===== config.mk =====
export PLATFORM = sky130hd
export DESIGN_NAME = rx_bitcheck_timing_status_regs
export DESIGN_NICKNAME = d
export VERILOG_FILES = /design/src/rx_timing_pkg.sv /design/src/rx_bitcheck_timing_status_regs.sv
export VERILOG_INCLUDE_DIRS = /design/src /design/src/src
export SDC_FILE = /design/constraint.sdc
export NUM_CORES = 1
export LEC_CHECK = 0
export BUFFER_PORTS_ARGS = -buffer_cell sky130_fd_sc_hd__buf_4
export CAP_MARGIN = 10
export CELL_PAD_IN_SITES_DETAIL_PLACEMENT = 0
export CELL_PAD_IN_SITES_GLOBAL_PLACEMENT = 1
export CORE_ASPECT_RATIO = 0.5
export CORE_MARGIN = 5
export CORE_UTILIZATION = 46
export DETAILED_ROUTE_END_ITERATION = 16
export PLACE_DENSITY = 0.82
export SLEW_MARGIN = 20
export SYNTH_ARGS = -nofsm -noshare
export SYNTH_HDL_FRONTEND = slang
export SYNTH_SLANG_ARGS = --single-unit

===== constraint.sdc =====
create_clock -name clk -period 5 [get_ports clk]
set_clock_uncertainty 0.05 [all_clocks]
set_input_delay 0.5 -clock clk [delete_from_list [all_inputs] [get_ports clk]]
set_output_delay 0.5 -clock clk [all_outputs]
set_load 0.05 [all_outputs]

===== src/rx_timing_defines.svh =====
`ifndef RX_TIMING_DEFINES_SVH
`define RX_TIMING_DEFINES_SVH

`define ADDR_BIT_CHECK_MIN_LIMIT 4'h4
`define ADDR_BAUD_RANGE_MAX_LIMIT 4'h5
`define ADDR_STATUS 4'h8

// bit check code 01, min limit 16
`define CFG5_RESET 8'h50
// rate range two, max limit 28
`define CFG6_RESET 8'h9C

`define BIT_CHECK_CODE_0 2'h0
`define BIT_CHECK_CODE_1 2'h1
`define BIT_CHECK_CODE_2 2'h2
`define BITS_CODE_0 4'h0
`define BITS_CODE_1 4'h3
`define BITS_CODE_2 4'h6
`define BITS_CODE_3 4'h9

`define RANGE_BASE_DCLK 5'h08
`define LIMIT_EXT_FACTOR 5'h02
`define MAX_LIMIT_OFFSET 7'h01
`define TX_LIMIT_OFFSET 7'h01

`define SYNC_PIN_LOW 0
`define SYNC_PIN_PWR 1
`define SYNC_PIN_AUX 2

`endif


===== src/rx_timing_pkg.sv =====
package rx_timing_pkg;

    typedef struct packed {
        logic [1:0] bit_check_count_sel;
        logic [5:0] lim_min;
    } bit_check_min_cfg_t;

    typedef struct packed {
        logic [1:0] rate_range;
        logic [5:0] lim_max;
    } baud_range_max_cfg_t;

    typedef struct packed {
        logic p_on_aux;
        logic low_batt;
        logic power_on;
        logic [4:0] key_input_event_flag;
    } status_t;

    typedef struct packed {
        logic [3:0] bit_check_bits;
        logic [4:0] xdclk_in_dclk;
        logic [10:0] min_interval_dclk;
        logic [10:0] max_interval_dclk;
        logic [10:0] tx_half_bit_dclk;
    } timing_t;

endpackage


===== src/rx_bitcheck_timing_status_regs.sv =====
`timescale 1ns/10ps
`default_nettype none
`include "rx_timing_defines.svh"

module rx_bitcheck_timing_status_regs
    import rx_timing_pkg::*;
(
    input wire logic clk,
    input wire logic nrst,
    input wire logic wr_en,
    input wire logic rd_en,
    input wire logic [3:0] addr,
    input wire logic [7:0] wdata,
    output logic [7:0] rdata,
    input wire logic limit_extension_bit,
    input wire logic dclk_tick,
    input wire logic [4:0] key_event,
    input wire logic [4:0] key_state,
    input wire logic pwr_on_pin,
    input wire logic vsout_low_pin,
    input wire logic vaux_ok_pin,
    output logic irq,
    output timing_t timing,
    output logic xdclk_tick
);

    bit_check_min_cfg_t cfg5, next_cfg5;
    baud_range_max_cfg_t cfg6, next_cfg6;
    status_t status, next_status;
    logic next_irq;
    logic [7:0] next_rdata;
    timing_t next_timing;
    logic [2:0] sync1, sync2, sync3, pin_level, next_pin_level, pin_rise;
    logic [4:0] xdclk_cnt, next_xdclk_cnt;
    logic next_xdclk_tick;
    logic status_rd, set_evt;

    // product of a limit and the xdclk length, widest case 127 x 16 (lim_max of 0 wraps to 127)
    function automatic logic [10:0] scale(input logic [6:0] lim, input logic [4:0] mult);
        logic [11:0] prod;
        prod = 12'(lim) * 12'(mult);
        return prod[10:0];
    endfunction

    // configuration registers
    always_comb begin
        next_cfg5 = cfg5;
        next_cfg6 = cfg6;
        if (wr_en && addr == `ADDR_BIT_CHECK_MIN_LIMIT) begin
            next_cfg5 = wdata;
        end
        if (wr_en && addr == `ADDR_BAUD_RANGE_MAX_LIMIT) begin
            next_cfg6 = wdata;
        end
    end

    always_ff @(posedge clk or negedge nrst) begin
        if (!nrst) begin
            cfg5 <= `CFG5_RESET;
            cfg6 <= `CFG6_RESET;
        end else begin
            cfg5 <= next_cfg5;
            cfg6 <= next_cfg6;
        end
    end

    // derived timing; values below the supported floor are passed through unchecked
    always_comb begin
        next_timing = '0;
        unique case (cfg5.bit_check_count_sel)
            `BIT_CHECK_CODE_0: next_timing.bit_check_bits = `BITS_CODE_0;
            `BIT_CHECK_CODE_1: next_timing.bit_check_bits = `BITS_CODE_1;
            `BIT_CHECK_CODE_2: next_timing.bit_check_bits = `BITS_CODE_2;
            default: next_timing.bit_check_bits = `BITS_CODE_3;
        endcase
        next_timing.xdclk_in_dclk = `RANGE_BASE_DCLK >> cfg6.rate_range;
        if (limit_extension_bit) begin
            next_timing.xdclk_in_dclk = 5'(next_timing.xdclk_in_dclk * `LIMIT_EXT_FACTOR);
        end
        next_timing.min_interval_dclk = scale({1'b0, cfg5.lim_min}, next_timing.xdclk_in_dclk);
        next_timing.max_interval_dclk =
            scale(7'({1'b0, cfg6.lim_max} - `MAX_LIMIT_OFFSET), next_timing.xdclk_in_dclk);
        next_timing.tx_half_bit_dclk =
            scale(7'({1'b0, cfg5.lim_min} + `TX_LIMIT_OFFSET), next_timing.xdclk_in_dclk);
    end

    // xdclk tick from decoder clock ticks
    always_comb begin
        next_xdclk_cnt = xdclk_cnt;
        next_xdclk_tick = 1'b0;
        if (dclk_tick) begin
            if (xdclk_cnt + 5'h01 >= timing.xdclk_in_dclk) begin
                next_xdclk_cnt = '0;
                next_xdclk_tick = 1'b1;
            end else begin
                next_xdclk_cnt = xdclk_cnt + 5'h01;
            end
        end
    end

    always_ff @(posedge clk or negedge nrst) begin
        if (!nrst) begin
            timing <= '0;
            xdclk_cnt <= '0;
            xdclk_tick <= 1'b0;
        end else begin
            timing <= next_timing;
            xdclk_cnt <= next_xdclk_cnt;
            xdclk_tick <= next_xdclk_tick;
        end
    end

    // pin synchronisers; a level counts once the last two stages agree
    always_comb begin
        next_pin_level = pin_level;
        for (int i = 0; i < 3; i++) begin
            if (sync2[i] == sync3[i]) begin
                next_pin_level[i] = sync3[i];
            end
        end
        pin_rise = next_pin_level & ~pin_level;
    end

    always_ff @(posedge clk or negedge nrst) begin
        if (!nrst) begin
            sync1 <= '0;
            sync2 <= '0;
            sync3 <= '0;
            pin_level <= '0;
        end else begin
            sync1 <= {vaux_ok_pin, pwr_on_pin, vsout_low_pin};
            sync2 <= sync1;
            sync3 <= sync2;
            pin_level <= next_pin_level;
        end
    end

    // status flags and interrupt; a new event beats a same-cycle read, except the read clears irq when the rising pin's flag was already set
    always_comb begin
        status_rd = rd_en && addr == `ADDR_STATUS;
        set_evt = (pin_rise[`SYNC_PIN_PWR] && !status.power_on) ||
                  (pin_rise[`SYNC_PIN_AUX] && !status.p_on_aux) || (|key_event);
        next_status = status;
        next_status.key_input_event_flag = key_state;
        if (status_rd) begin
            next_status.power_on = 1'b0;
            next_status.low_batt = 1'b0;
            next_status.p_on_aux = 1'b0;
        end
        if (pin_rise[`SYNC_PIN_PWR]) begin
            next_status.power_on = 1'b1;
        end
        if (pin_level[`SYNC_PIN_LOW]) begin
            next_status.low_batt = 1'b1;
        end
        if (pin_rise[`SYNC_PIN_AUX]) begin
            next_status.p_on_aux = 1'b1;
        end
        next_irq = irq;
        if (status_rd) begin
            next_irq = 1'b0;
        end
        if (set_evt) begin
            next_irq = 1'b1;
        end
        next_rdata = rdata;
        if (rd_en) begin
            unique case (addr)
                `ADDR_BIT_CHECK_MIN_LIMIT: next_rdata = cfg5;
                `ADDR_BAUD_RANGE_MAX_LIMIT: next_rdata = cfg6;
                `ADDR_STATUS: next_rdata = status;
                default: next_rdata = 8'h00;
            endcase
        end
    end

    always_ff @(posedge clk or negedge nrst) begin
        if (!nrst) begin
            status <= '0;
            irq <= 1'b0;
            rdata <= 8'h00;
        end else begin
            status <= next_status;
            irq <= next_irq;
            rdata <= next_rdata;
        end
    end
endmodule

`default_nettype wire


==> impl_metrics.env, run 1 <==
export IMPL_outcome="completed"
export IMPL_vias=4372
export IMPL_crit_slowest_cell="fa_1"
export IMPL_grt_setup_unrepaired="no"
export IMPL_syn_area_sq_um=6240
export IMPL_worst_pin_slew_ns=0.767
export IMPL_period_needed_ns=4.59
export IMPL_diodes=0
export IMPL_htreeDepth=3
export IMPL_p_sw_mw=1.54
export IMPL_timing_critical_path_to="timing[10]$_DFF_PN0_"
export IMPL_syn_nets=734
export IMPL_p_leak_nw=3.79
export IMPL_fin_util_pct=55.0
export IMPL_cpLargestDelayFamily="adder cells"
export IMPL_vdd_drop_max_uv=203
export IMPL_num_rows=30
export IMPL_cts_hold_buf=0
export IMPL_dp_hpwl_mm=9.78
export IMPL_ant_nets=0
export IMPL_r2r_end="timing[10]$_DFF_PN0_"
export IMPL_holdWs_ns=0.172
export IMPL_worstPathArrival_ns=4.81
export IMPL_port_buffers=82
export IMPL_reg2reg_depth=14
export IMPL_p_int_mw=1.96
export IMPL_core_area_sq_um=13400
export IMPL_synth_edf_count=0
export IMPL_grt_pass1_wl_mm=22.0
export IMPL_clkPwrFrac_pct=19.4
export IMPL_yosysUniqueCellTypes=54
export IMPL_crit_path_end_kind="flop"
export IMPL_path_clk_slew_ns=0.07
export IMPL_timing_rr_start="cfg6[6]$_DFFE_PN0P_"
export IMPL_cts_buffers=9
export IMPL_cp_slowest_stage_delay_ns=0.54
export IMPL_path_buf_inv=2
export IMPL_drive_gt1_share_pct=19.9
export IMPL_root_buffer="clkbuf_16"
export IMPL_cts_buffer_depth=2
export IMPL_tritoncts="built"
export IMPL_track_usage_pct=16.7
export IMPL_dieArea_sq_um=16100
export IMPL_grt_pass1_vias=4495
export IMPL_hp_class="input pin to async pin"
export IMPL_synthFlopType="dfrtp_1"
export IMPL_drt_pass1_iterations=4
export IMPL_clock_latency_ns=0.34
export IMPL_post_place_ws_ns=0.218
export IMPL_startpoint="cfg6[6]$_DFFE_PN0P_"
export IMPL_cp_max_fo=9
export IMPL_grt_overflow=0
export IMPL_yosys_warnings=0
export IMPL_drv_cap=0
export IMPL_rrSetupSlack_ns=0.41
export IMPL_crit_required_ns=5.22
export IMPL_hold_violations=0
export IMPL_postSynthCellCount=595
export IMPL_synth_avg_cell_area_sq_um=10.5
export IMPL_timing_critical_path_mode_cell="fa_1"
export IMPL_seq_power_share_pct=30.0
export IMPL_drt_initial_drc_count=202
export IMPL_clkSinkCount=93
export IMPL_maxSlewHeadroom_pct=48.8
export IMPL_netSwitchingFraction_pct=44.0
export IMPL_synthArstFlopShare_pct=100
export IMPL_die_w_um=175
export IMPL_drv_slew=0
export IMPL_worst_slack_ns=0.409
export IMPL_ioPinCount=83
export IMPL_ctsResizeCount=0
export IMPL_cp_start_kind="flop"
export IMPL_post_cts_setup_buffers=0
export IMPL_grt_max_degree=60
export IMPL_seq_area_frac_synth_pct=37.4
export IMPL_via_per_inst=5.06
export IMPL_combPwrFrac_pct=50.6
export IMPL_die_height_um=92.4
export IMPL_num_nets_final=822
export IMPL_initial_core_util_pct=46.5
export IMPL_tns_ns=0
export IMPL_crit_cells=14
export IMPL_wire_per_inst_um=14.5
export IMPL_fill_cells=1190
export IMPL_power_density_nw_per_um2=474
export IMPL_fmax_ghz=0.218
export IMPL_routed_wl_mm=12.6
export IMPL_grt_antenna_before_repair=0
export IMPL_crit_chain="nor2b_1 -> or3_1 -> inv_2 -> nand2_1 -> fa_1 -> fa_1 -> fa_1 -> inv_1 -> ha_1 -> nor2b_4 -> o31a_1 -> or4_4 -> a31oi_4 -> xnor2_1"
export IMPL_finalSetupViolCount=0
export IMPL_finalWeightedCongestion=0.835
export IMPL_drc_errors=0
export IMPL_ys_seq_elements=93
export IMPL_timing_worst_setup_path_type="flop to flop"
export IMPL_finalCritPeriodShare_pct=91.8
export IMPL_area_delta_synth_final_pct=18.3
cells in the mapped netlist (all sizes together), types with 2 or more instances:
library cell	n	area [sq um]
nand2b	16	103
a211oi	4	30.0
o22ai	8	50.1
buf	2	8.75
dfrtp	87	2180
nand3b	2	15.0
o21a	7	52.6
dfstp	6	158
o21ai	15	75.1
or2	5	31.3
nor3	6	35.0
a21oi	5	25.0
xor2	10	87.6
mux2	20	225
o31a	2	17.5
inv	73	274
a31o	4	35.0
nand2	32	120
and2	11	68.8
a31oi	2	27.5
clkbuf	11	41.3
ha	68	851
maj3	3	30.0
a21o	4	30.0
a211o	2	17.5
or3	2	12.5
fa	40	801
nand3	11	55.1
or4	2	18.8
nor2	71	267
and3	12	75.1
nor2b	10	70.1
xnor2	24	210
a22oi	8	60.1
kinds of logic after synthesis:
logic type | count (synthesis) | synth area share, %
AOI/OAI and AO/OA | 68 | 7.74
xor gates and xnor gates | 34 | 4.77
muxes | 21 | 3.77
DFF | 93 | 37.4
buffers and inverters | 86 | 5.19
adders and majority gates | 111 | 26.9
and+or+nand+nor | 182 | 14.2
how the worst min path moves through the flow:
| stage | from | end | slack, ns | cells after the start |
|---|---|---|---|---|
| detailed placement | sync1[0]$_DFF_PN0_ | sync2[0]$_DFF_PN0_ | 0.28 | 0 |
| global route | pwr_on_pin | sync1[1]$_DFF_PN0_ | 0.19 | 1 |
| finish | nrst | timing[6]$_DFF_PN0_ | 0.17 | 1 |
| floorplan | nrst | async pin | 0.15 | 0 |
| CTS | nrst | timing[8]$_DFF_PN0_ | 0.20 | 1 |
| global placement | sync1[1]$_DFF_PN0_ | sync2[1]$_DFF_PN0_ | 0.28 | 0 |
sequential cells by signal, summed over array words and instances (netlist names), named ones only:
register and count:
timing 42, cfg5 8, cfg6 8, rdata 8, status 8, xdclk_cnt 5
sync1 3, sync2 3, sync3 3, pin_level 2, irq 1, xdclk_tick 1
metal layers:
metal / global-route usage [%] / share of wire (%)
met5: 0 / 0
met1: 23.9 / 51
met3: 3.30 / 2.9
met2: 26.5 / 46
met4: 3.53 / 0.74
per-stage QoR:
step / power, mW / instances / area [sq um]
floorplan: 2.37 / 595 / 6240
global placement: 2.83 / 848 / 7090
detailed placement: 2.85 / 848 / 7090
CTS: 3.55 / 864 / 7390
global route: 3.80 / 864 / 7390
finish: 3.50 / 864 / 7390
power groups by stage:
stage	Combinational, mW	Sequential, mW	Clock (mW)
after floorplan	0.967	1.40	0
after global placement	1.77	1.06	0
after detailed placement	1.79	1.06	0
after CTS	1.80	1.05	0.703
after global routing	1.99	1.07	0.732
final	1.77	1.05	0.679
placed cells by master, fill, tap and decap left out, types with 6 or more instances in the layout:
master / count
buf_4: 90
dfrtp_1: 87
nor2_1: 71
inv_1: 70
ha_1: 68
fa_1: 40
nand2_1: 32
xnor2_1: 24
nand2b_1: 15
mux2_2: 14
and3_1: 12
nand3_1: 11
o21ai_0: 11
and2_1: 11
xor2_1: 10
nor2b_1: 9
clkbuf_16: 9
a22oi_1: 8
o22ai_1: 8
o21a_1: 7
mux2_1: 6
dfstp_2: 6
final cells by class:
class	count	area, sq um	share of cell area, %
inverter	73	274	3.71
sequential	93	2330	31.6
tap	176	220	2.98
clock buffer	9	225	3.05
timing repair buffer	90	676	9.15
clock inverter	7	72.6	0.982
multi-input combinational	416	3580	48.5
(Power assumes the default switching activity.)
==> run 2, diff against run 1 <==
- CORE_MARGIN: 5 -> unset
==> impl_metrics.env, run 2 (same netlist as run 1, synthesis figures left out) <==
export IMPL_outcome="completed"
export IMPL_routed_wl_mm=12.4
export IMPL_track_usage_pct=19.9
export IMPL_port_buffers=82
export IMPL_drive_gt1_share_pct=20.0
export IMPL_timing_worst_setup_path_type="flop to flop"
export IMPL_timing_critical_path_mode_cell="fa_1"
export IMPL_crit_slowest_cell="fa_1"
export IMPL_grt_antenna_before_repair=0
export IMPL_period_needed_ns=4.68
export IMPL_core_area_sq_um=13000
export IMPL_wire_per_inst_um=14.4
export IMPL_finalSetupViolCount=0
export IMPL_grt_pass1_wl_mm=22.1
export IMPL_power_density_nw_per_um2=475
export IMPL_grt_max_degree=49
export IMPL_maxSlewHeadroom_pct=60.5
export IMPL_fmax_ghz=0.214
export IMPL_dieArea_sq_um=14100
export IMPL_p_leak_nw=3.80
export IMPL_final_common_cell="buf_4"
export IMPL_power_mw=3.51
export IMPL_diodes=0
export IMPL_initial_core_util_pct=48.2
export IMPL_largest_reg_flops=42
export IMPL_post_cts_setup_buffers=0
export IMPL_grt_overflow=0
export IMPL_ioPinCount=83
export IMPL_cp_max_fo=9
export IMPL_ctsResizeCount=0
export IMPL_area_delta_synth_final_pct=18.4
export IMPL_crit_chain="nor2b_1 -> or3_1 -> inv_2 -> nand2_1 -> fa_1 -> fa_1 -> fa_1 -> inv_1 -> ha_1 -> nor2b_4 -> o31a_1 -> or4_4 -> a31oi_4 -> xnor2_1"
export IMPL_die_w_um=167
export IMPL_worst_pin_slew_ns=0.593
export IMPL_hold_violations=0
export IMPL_num_rows=29
export IMPL_path_clk_slew_ns=0.07
export IMPL_drv_cap=0
export IMPL_post_place_ws_ns=0.218
export IMPL_htreeDepth=3
export IMPL_cp_slowest_stage_delay_ns=0.55
export IMPL_ant_nets=0
export IMPL_reg2reg_depth=14
export IMPL_root_buffer="clkbuf_16"
export IMPL_finish_instance_area_sq_um=7390
export IMPL_via_per_inst=5.06
export IMPL_drv_slew=0
export IMPL_largest_register="timing"
export IMPL_vias=4346
export IMPL_dp_hpwl_mm=9.68
export IMPL_hp_class="input pin to async pin"
export IMPL_crit_required_ns=5.22
export IMPL_num_nets_final=823
export IMPL_finalCritPeriodShare_pct=93.6
export IMPL_r2r_end="timing[10]$_DFF_PN0_"
export IMPL_vdd_drop_max_uv=197
export IMPL_clock_latency_ns=0.35
export IMPL_placed_area_sq_um=7090
export IMPL_rrSetupSlack_ns=0.32
export IMPL_cp_start_kind="flop"
export IMPL_finalWeightedCongestion=0.851
export IMPL_crit_path_end_kind="flop"
export IMPL_worstPathArrival_ns=4.90
export IMPL_cts_buffer_depth=2
export IMPL_timing_rr_start="cfg6[6]$_DFFE_PN0P_"
export IMPL_drt_initial_drc_count=244
export IMPL_worst_slack_ns=0.322
export IMPL_layout_common_cells="buf_4, dfrtp_1, nor2_1"
export IMPL_cts_buffers=9
export IMPL_cts_hold_buf=0
export IMPL_grt_setup_unrepaired="no"
export IMPL_tns_ns=0
export IMPL_clkSinkCount=93
export IMPL_drt_pass1_iterations=4
export IMPL_drc_errors=0
export IMPL_tritoncts="built"
export IMPL_fill_cells=1156
export IMPL_grt_pass1_vias=4437
export IMPL_die_height_um=84.4
-- run 2: worst max path at each step --
stage,slack (ns),to,from
5_1_grt,0.09,timing[10]$_DFF_PN0_,cfg6[6]$_DFFE_PN0P_
6_report,0.32,timing[10]$_DFF_PN0_,cfg6[6]$_DFFE_PN0P_
3_5_place_dp,0.22,timing[10]$_DFF_PN0_,limit_extension_bit
4_1_cts,0.34,timing[10]$_DFF_PN0_,cfg6[6]$_DFFE_PN0P_
2_1_floorplan,0.66,timing[10]$_DFF_PN0_,limit_extension_bit
3_3_place_gp,0.28,timing[10]$_DFF_PN0_,limit_extension_bit
-- run 2: report_power, final --
group | switching (mW) | internal, mW | total [mW]
sequential | 0.117 | 0.930 | 1.05
combinational | 1.10 | 0.679 | 1.78
clock | 0.328 | 0.356 | 0.683
total | 1.55 | 1.96 | 3.51
-- run 2: per-stage QoR --
| stage | utilization [%] | std cells | hold WS, ns |
|---|---|---|---|
| after floorplan | - | 595 | 0.154 |
| after global placement | 54.7 | 843 | 0.282 |
| after detailed placement | 54.7 | 843 | 0.287 |
| after CTS | 57.1 | 859 | 0.132 |
| after global routing | 57.1 | 859 | 0.157 |
| final | 57.1 | 859 | 0.0896 |
-- run 2: layout make-up --
cell class / count / area [sq um] / share of cell area, %
Multi-Input combinational cell: 416 / 3580 / 48.5
Sequential cell: 93 / 2330 / 31.6
Timing Repair Buffer: 91 / 683 / 9.24
Inverter: 73 / 274 / 3.71
Clock buffer: 9 / 225 / 3.05
Tap cell: 170 / 213 / 2.88
Clock inverter: 7 / 76.3 / 1.03
-- run 2: critical path: cells and delay by family, from the launching register on --
kind                     cells  cell delay, ns
AND/OR/NAND/NOR              5            1.48
adder cells (fa/ha/maj)      4            1.85
flip-flops                   1            0.48
buffers and inverters        2            0.18
AO/OA/AOI/OAI                2            0.44
XOR/XNOR                     1            0.13
-- run 2: metal layers --
layer	global-route usage [%]	up-vias	routed length [um]
met4	4.80	0	108
met1	29.4	2114	6380
met3	5.04	10	619
met2	29.3	82	5300
li1	-	2140	-
met5	0	-	0
==> run 3, diff against run 2 <==
- GPL_TIMING_DRIVEN: unset -> 0
==> impl_metrics.env, run 3 (same netlist as run 1, synthesis figures left out) <==
export IMPL_outcome="completed"
export IMPL_drv_cap=0
export IMPL_grt_overflow=0
export IMPL_grt_pass1_vias=4477
export IMPL_timing_critical_path_mode_cell="fa_1"
export IMPL_timing_rr_start="cfg6[6]$_DFFE_PN0P_"
export IMPL_drt_pass1_iterations=5
export IMPL_reg2reg_depth=15
export IMPL_port_buffers=81
export IMPL_fill_cells=1160
export IMPL_grt_antenna_before_repair=0
export IMPL_crit_required_ns=5.22
export IMPL_num_rows=29
export IMPL_drc_errors=0
export IMPL_final_cells=862
export IMPL_die_height_um=84.4
export IMPL_via_per_inst=5.09
export IMPL_tritoncts="built"
export IMPL_area_delta_synth_final_pct=18.4
export IMPL_timing_critical_path_to="timing[21]$_DFF_PN0_"
export IMPL_worstPathArrival_ns=4.88
export IMPL_layout_common_cells="dfrtp_1, buf_4, nor2_1"
export IMPL_grt_max_degree=94
export IMPL_root_buffer="clkbuf_16"
export IMPL_cp_max_fo=10
export IMPL_clock_latency_ns=0.35
export IMPL_finalWeightedCongestion=0.810
export IMPL_hp_class="input pin to async pin"
export IMPL_p_leak_nw=3.79
export IMPL_final_common_cell="dfrtp_1"
export IMPL_cp_slowest_stage_delay_ns=0.55
export IMPL_ant_nets=0
export IMPL_fin_util_pct=57.1
export IMPL_track_usage_pct=20.1
export IMPL_dpl_cell_count=846
export IMPL_crit_chain="nor2b_2 -> or3_1 -> clkbuf_1 -> nor2_1 -> fa_1 -> fa_1 -> inv_1 -> fa_1 -> inv_1 -> ha_1 -> o21a_1 -> o31a_1 -> nand2b_1 -> a31oi_1 -> xnor2_1"
export IMPL_routed_wl_mm=12.5
export IMPL_vias=4386
export IMPL_vdd_drop_max_uv=199
export IMPL_fmax_ghz=0.215
export IMPL_power_mw=3.55
export IMPL_finalCritPeriodShare_pct=93.2
export IMPL_period_needed_ns=4.66
export IMPL_num_nets_final=826
export IMPL_largest_reg_flops=42
export IMPL_crit_path_end_kind="flop"
export IMPL_maxSlewHeadroom_pct=44.5
export IMPL_clkSinkCount=93
export IMPL_crit_slowest_cell="fa_1"
export IMPL_dieArea_sq_um=14100
export IMPL_cp_start_kind="flop"
export IMPL_cts_buffers=9
export IMPL_grt_pass1_wl_mm=22.4
export IMPL_drv_slew=0
export IMPL_worst_pin_slew_ns=0.833
export IMPL_diodes=0
export IMPL_finalSetupViolCount=0
export IMPL_htreeDepth=3
export IMPL_drive_gt1_share_pct=18.9
export IMPL_cts_buffer_depth=2
export IMPL_r2r_end="timing[21]$_DFF_PN0_"
export IMPL_startpoint="cfg6[6]$_DFFE_PN0P_"
export IMPL_dp_hpwl_mm=9.44
export IMPL_core_area_sq_um=13000
export IMPL_timing_worst_setup_path_type="flop to flop"
export IMPL_rrSetupSlack_ns=0.34
export IMPL_hold_violations=0
export IMPL_power_density_nw_per_um2=480
export IMPL_drt_initial_drc_count=211
export IMPL_path_clk_slew_ns=0.07
export IMPL_wire_per_inst_um=14.5
export IMPL_initial_core_util_pct=48.2
export IMPL_ioPinCount=83
export IMPL_largest_register="timing"
export IMPL_die_w_um=167
## run 3: how the worst min path moves through the flow
stage / endpoint / slack, ns / depth (start not counted)
4_1_cts: sync1[2]$_DFF_PN0_ / 0.19 / 1
3_3_place_gp: sync2[2]$_DFF_PN0_ / 0.28 / 0
5_1_grt: sync1[2]$_DFF_PN0_ / 0.19 / 1
2_1_floorplan: async pin / 0.15 / 0
3_5_place_dp: sync2[2]$_DFF_PN0_ / 0.29 / 0
6_report: timing[8]$_DFF_PN0_ / 0.14 / 1
## run 3: area by class of cell
type | instances | area (sq um) | share of cell area (%)
plain buffers | 13 | 50.0 | 0.677
clock buffers | 9 | 225 | 3.05
clock inverters | 7 | 91.3 | 1.24
inverters | 73 | 274 | 3.71
multi-input cells | 416 | 3590 | 48.6
flip-flops and latches | 93 | 2330 | 31.6
well taps | 170 | 213 | 2.88
repair buffers | 81 | 612 | 8.27
## run 3: worst max-delay path, delay by kind of cell (launching register included)
family          cells  cell delay [ns]
simple gates        4             0.94
xor+xnor            1             0.15
fa+ha+maj           4             1.90
flops               1             0.47
compound gates      3             0.51
buf+inv             3             0.55
## run 3: timing repair
| item | in CTS | in global routing |
|---|---|---|
| buffers inserted | 0 | 0 |
| resized for setup | 0 | 2 |
| hold buffers | 0 | 0 |
| endpoints found under the setup margin | 0 | 6 |
## run 3: through the flow
| stage | instance area [sq um] | setup slack (ns) | hold slack [ns] | setup TNS, ns |
|---|---|---|---|---|
| global route | 7390 | -0.0269 | 0.190 | -0.0269 |
| global placement | 7060 | 0.150 | 0.283 | 0 |
| CTS | 7380 | 0.196 | 0.190 | 0 |
| floorplan | 6240 | 0.658 | 0.154 | 0 |
| finish | 7390 | 0.342 | 0.143 | 0 |
| detailed placement | 7070 | 0.125 | 0.287 | 0 |
## run 3: where the power goes
| group | internal [mW] | leakage (nW) | switching [mW] |
|---|---|---|---|
| combinational | 0.670 | 2.48 | 1.13 |
| sequential | 0.929 | 1.16 | 0.0964 |
| clock | 0.400 | 0.151 | 0.323 |
| total | 2.00 | 3.79 | 1.55 |
## run 3: layer usage
layer | part of all wire (%) | vias to the layer above | track usage (%)
met3 | 5.2 | 6 | 4.20
met5 | 0 | - | 0
met2 | 43 | 107 | 29.7
met1 | 51 | 2123 | 30.1
li1 | - | 2150 | -
met4 | 0.58 | 0 | 4.97
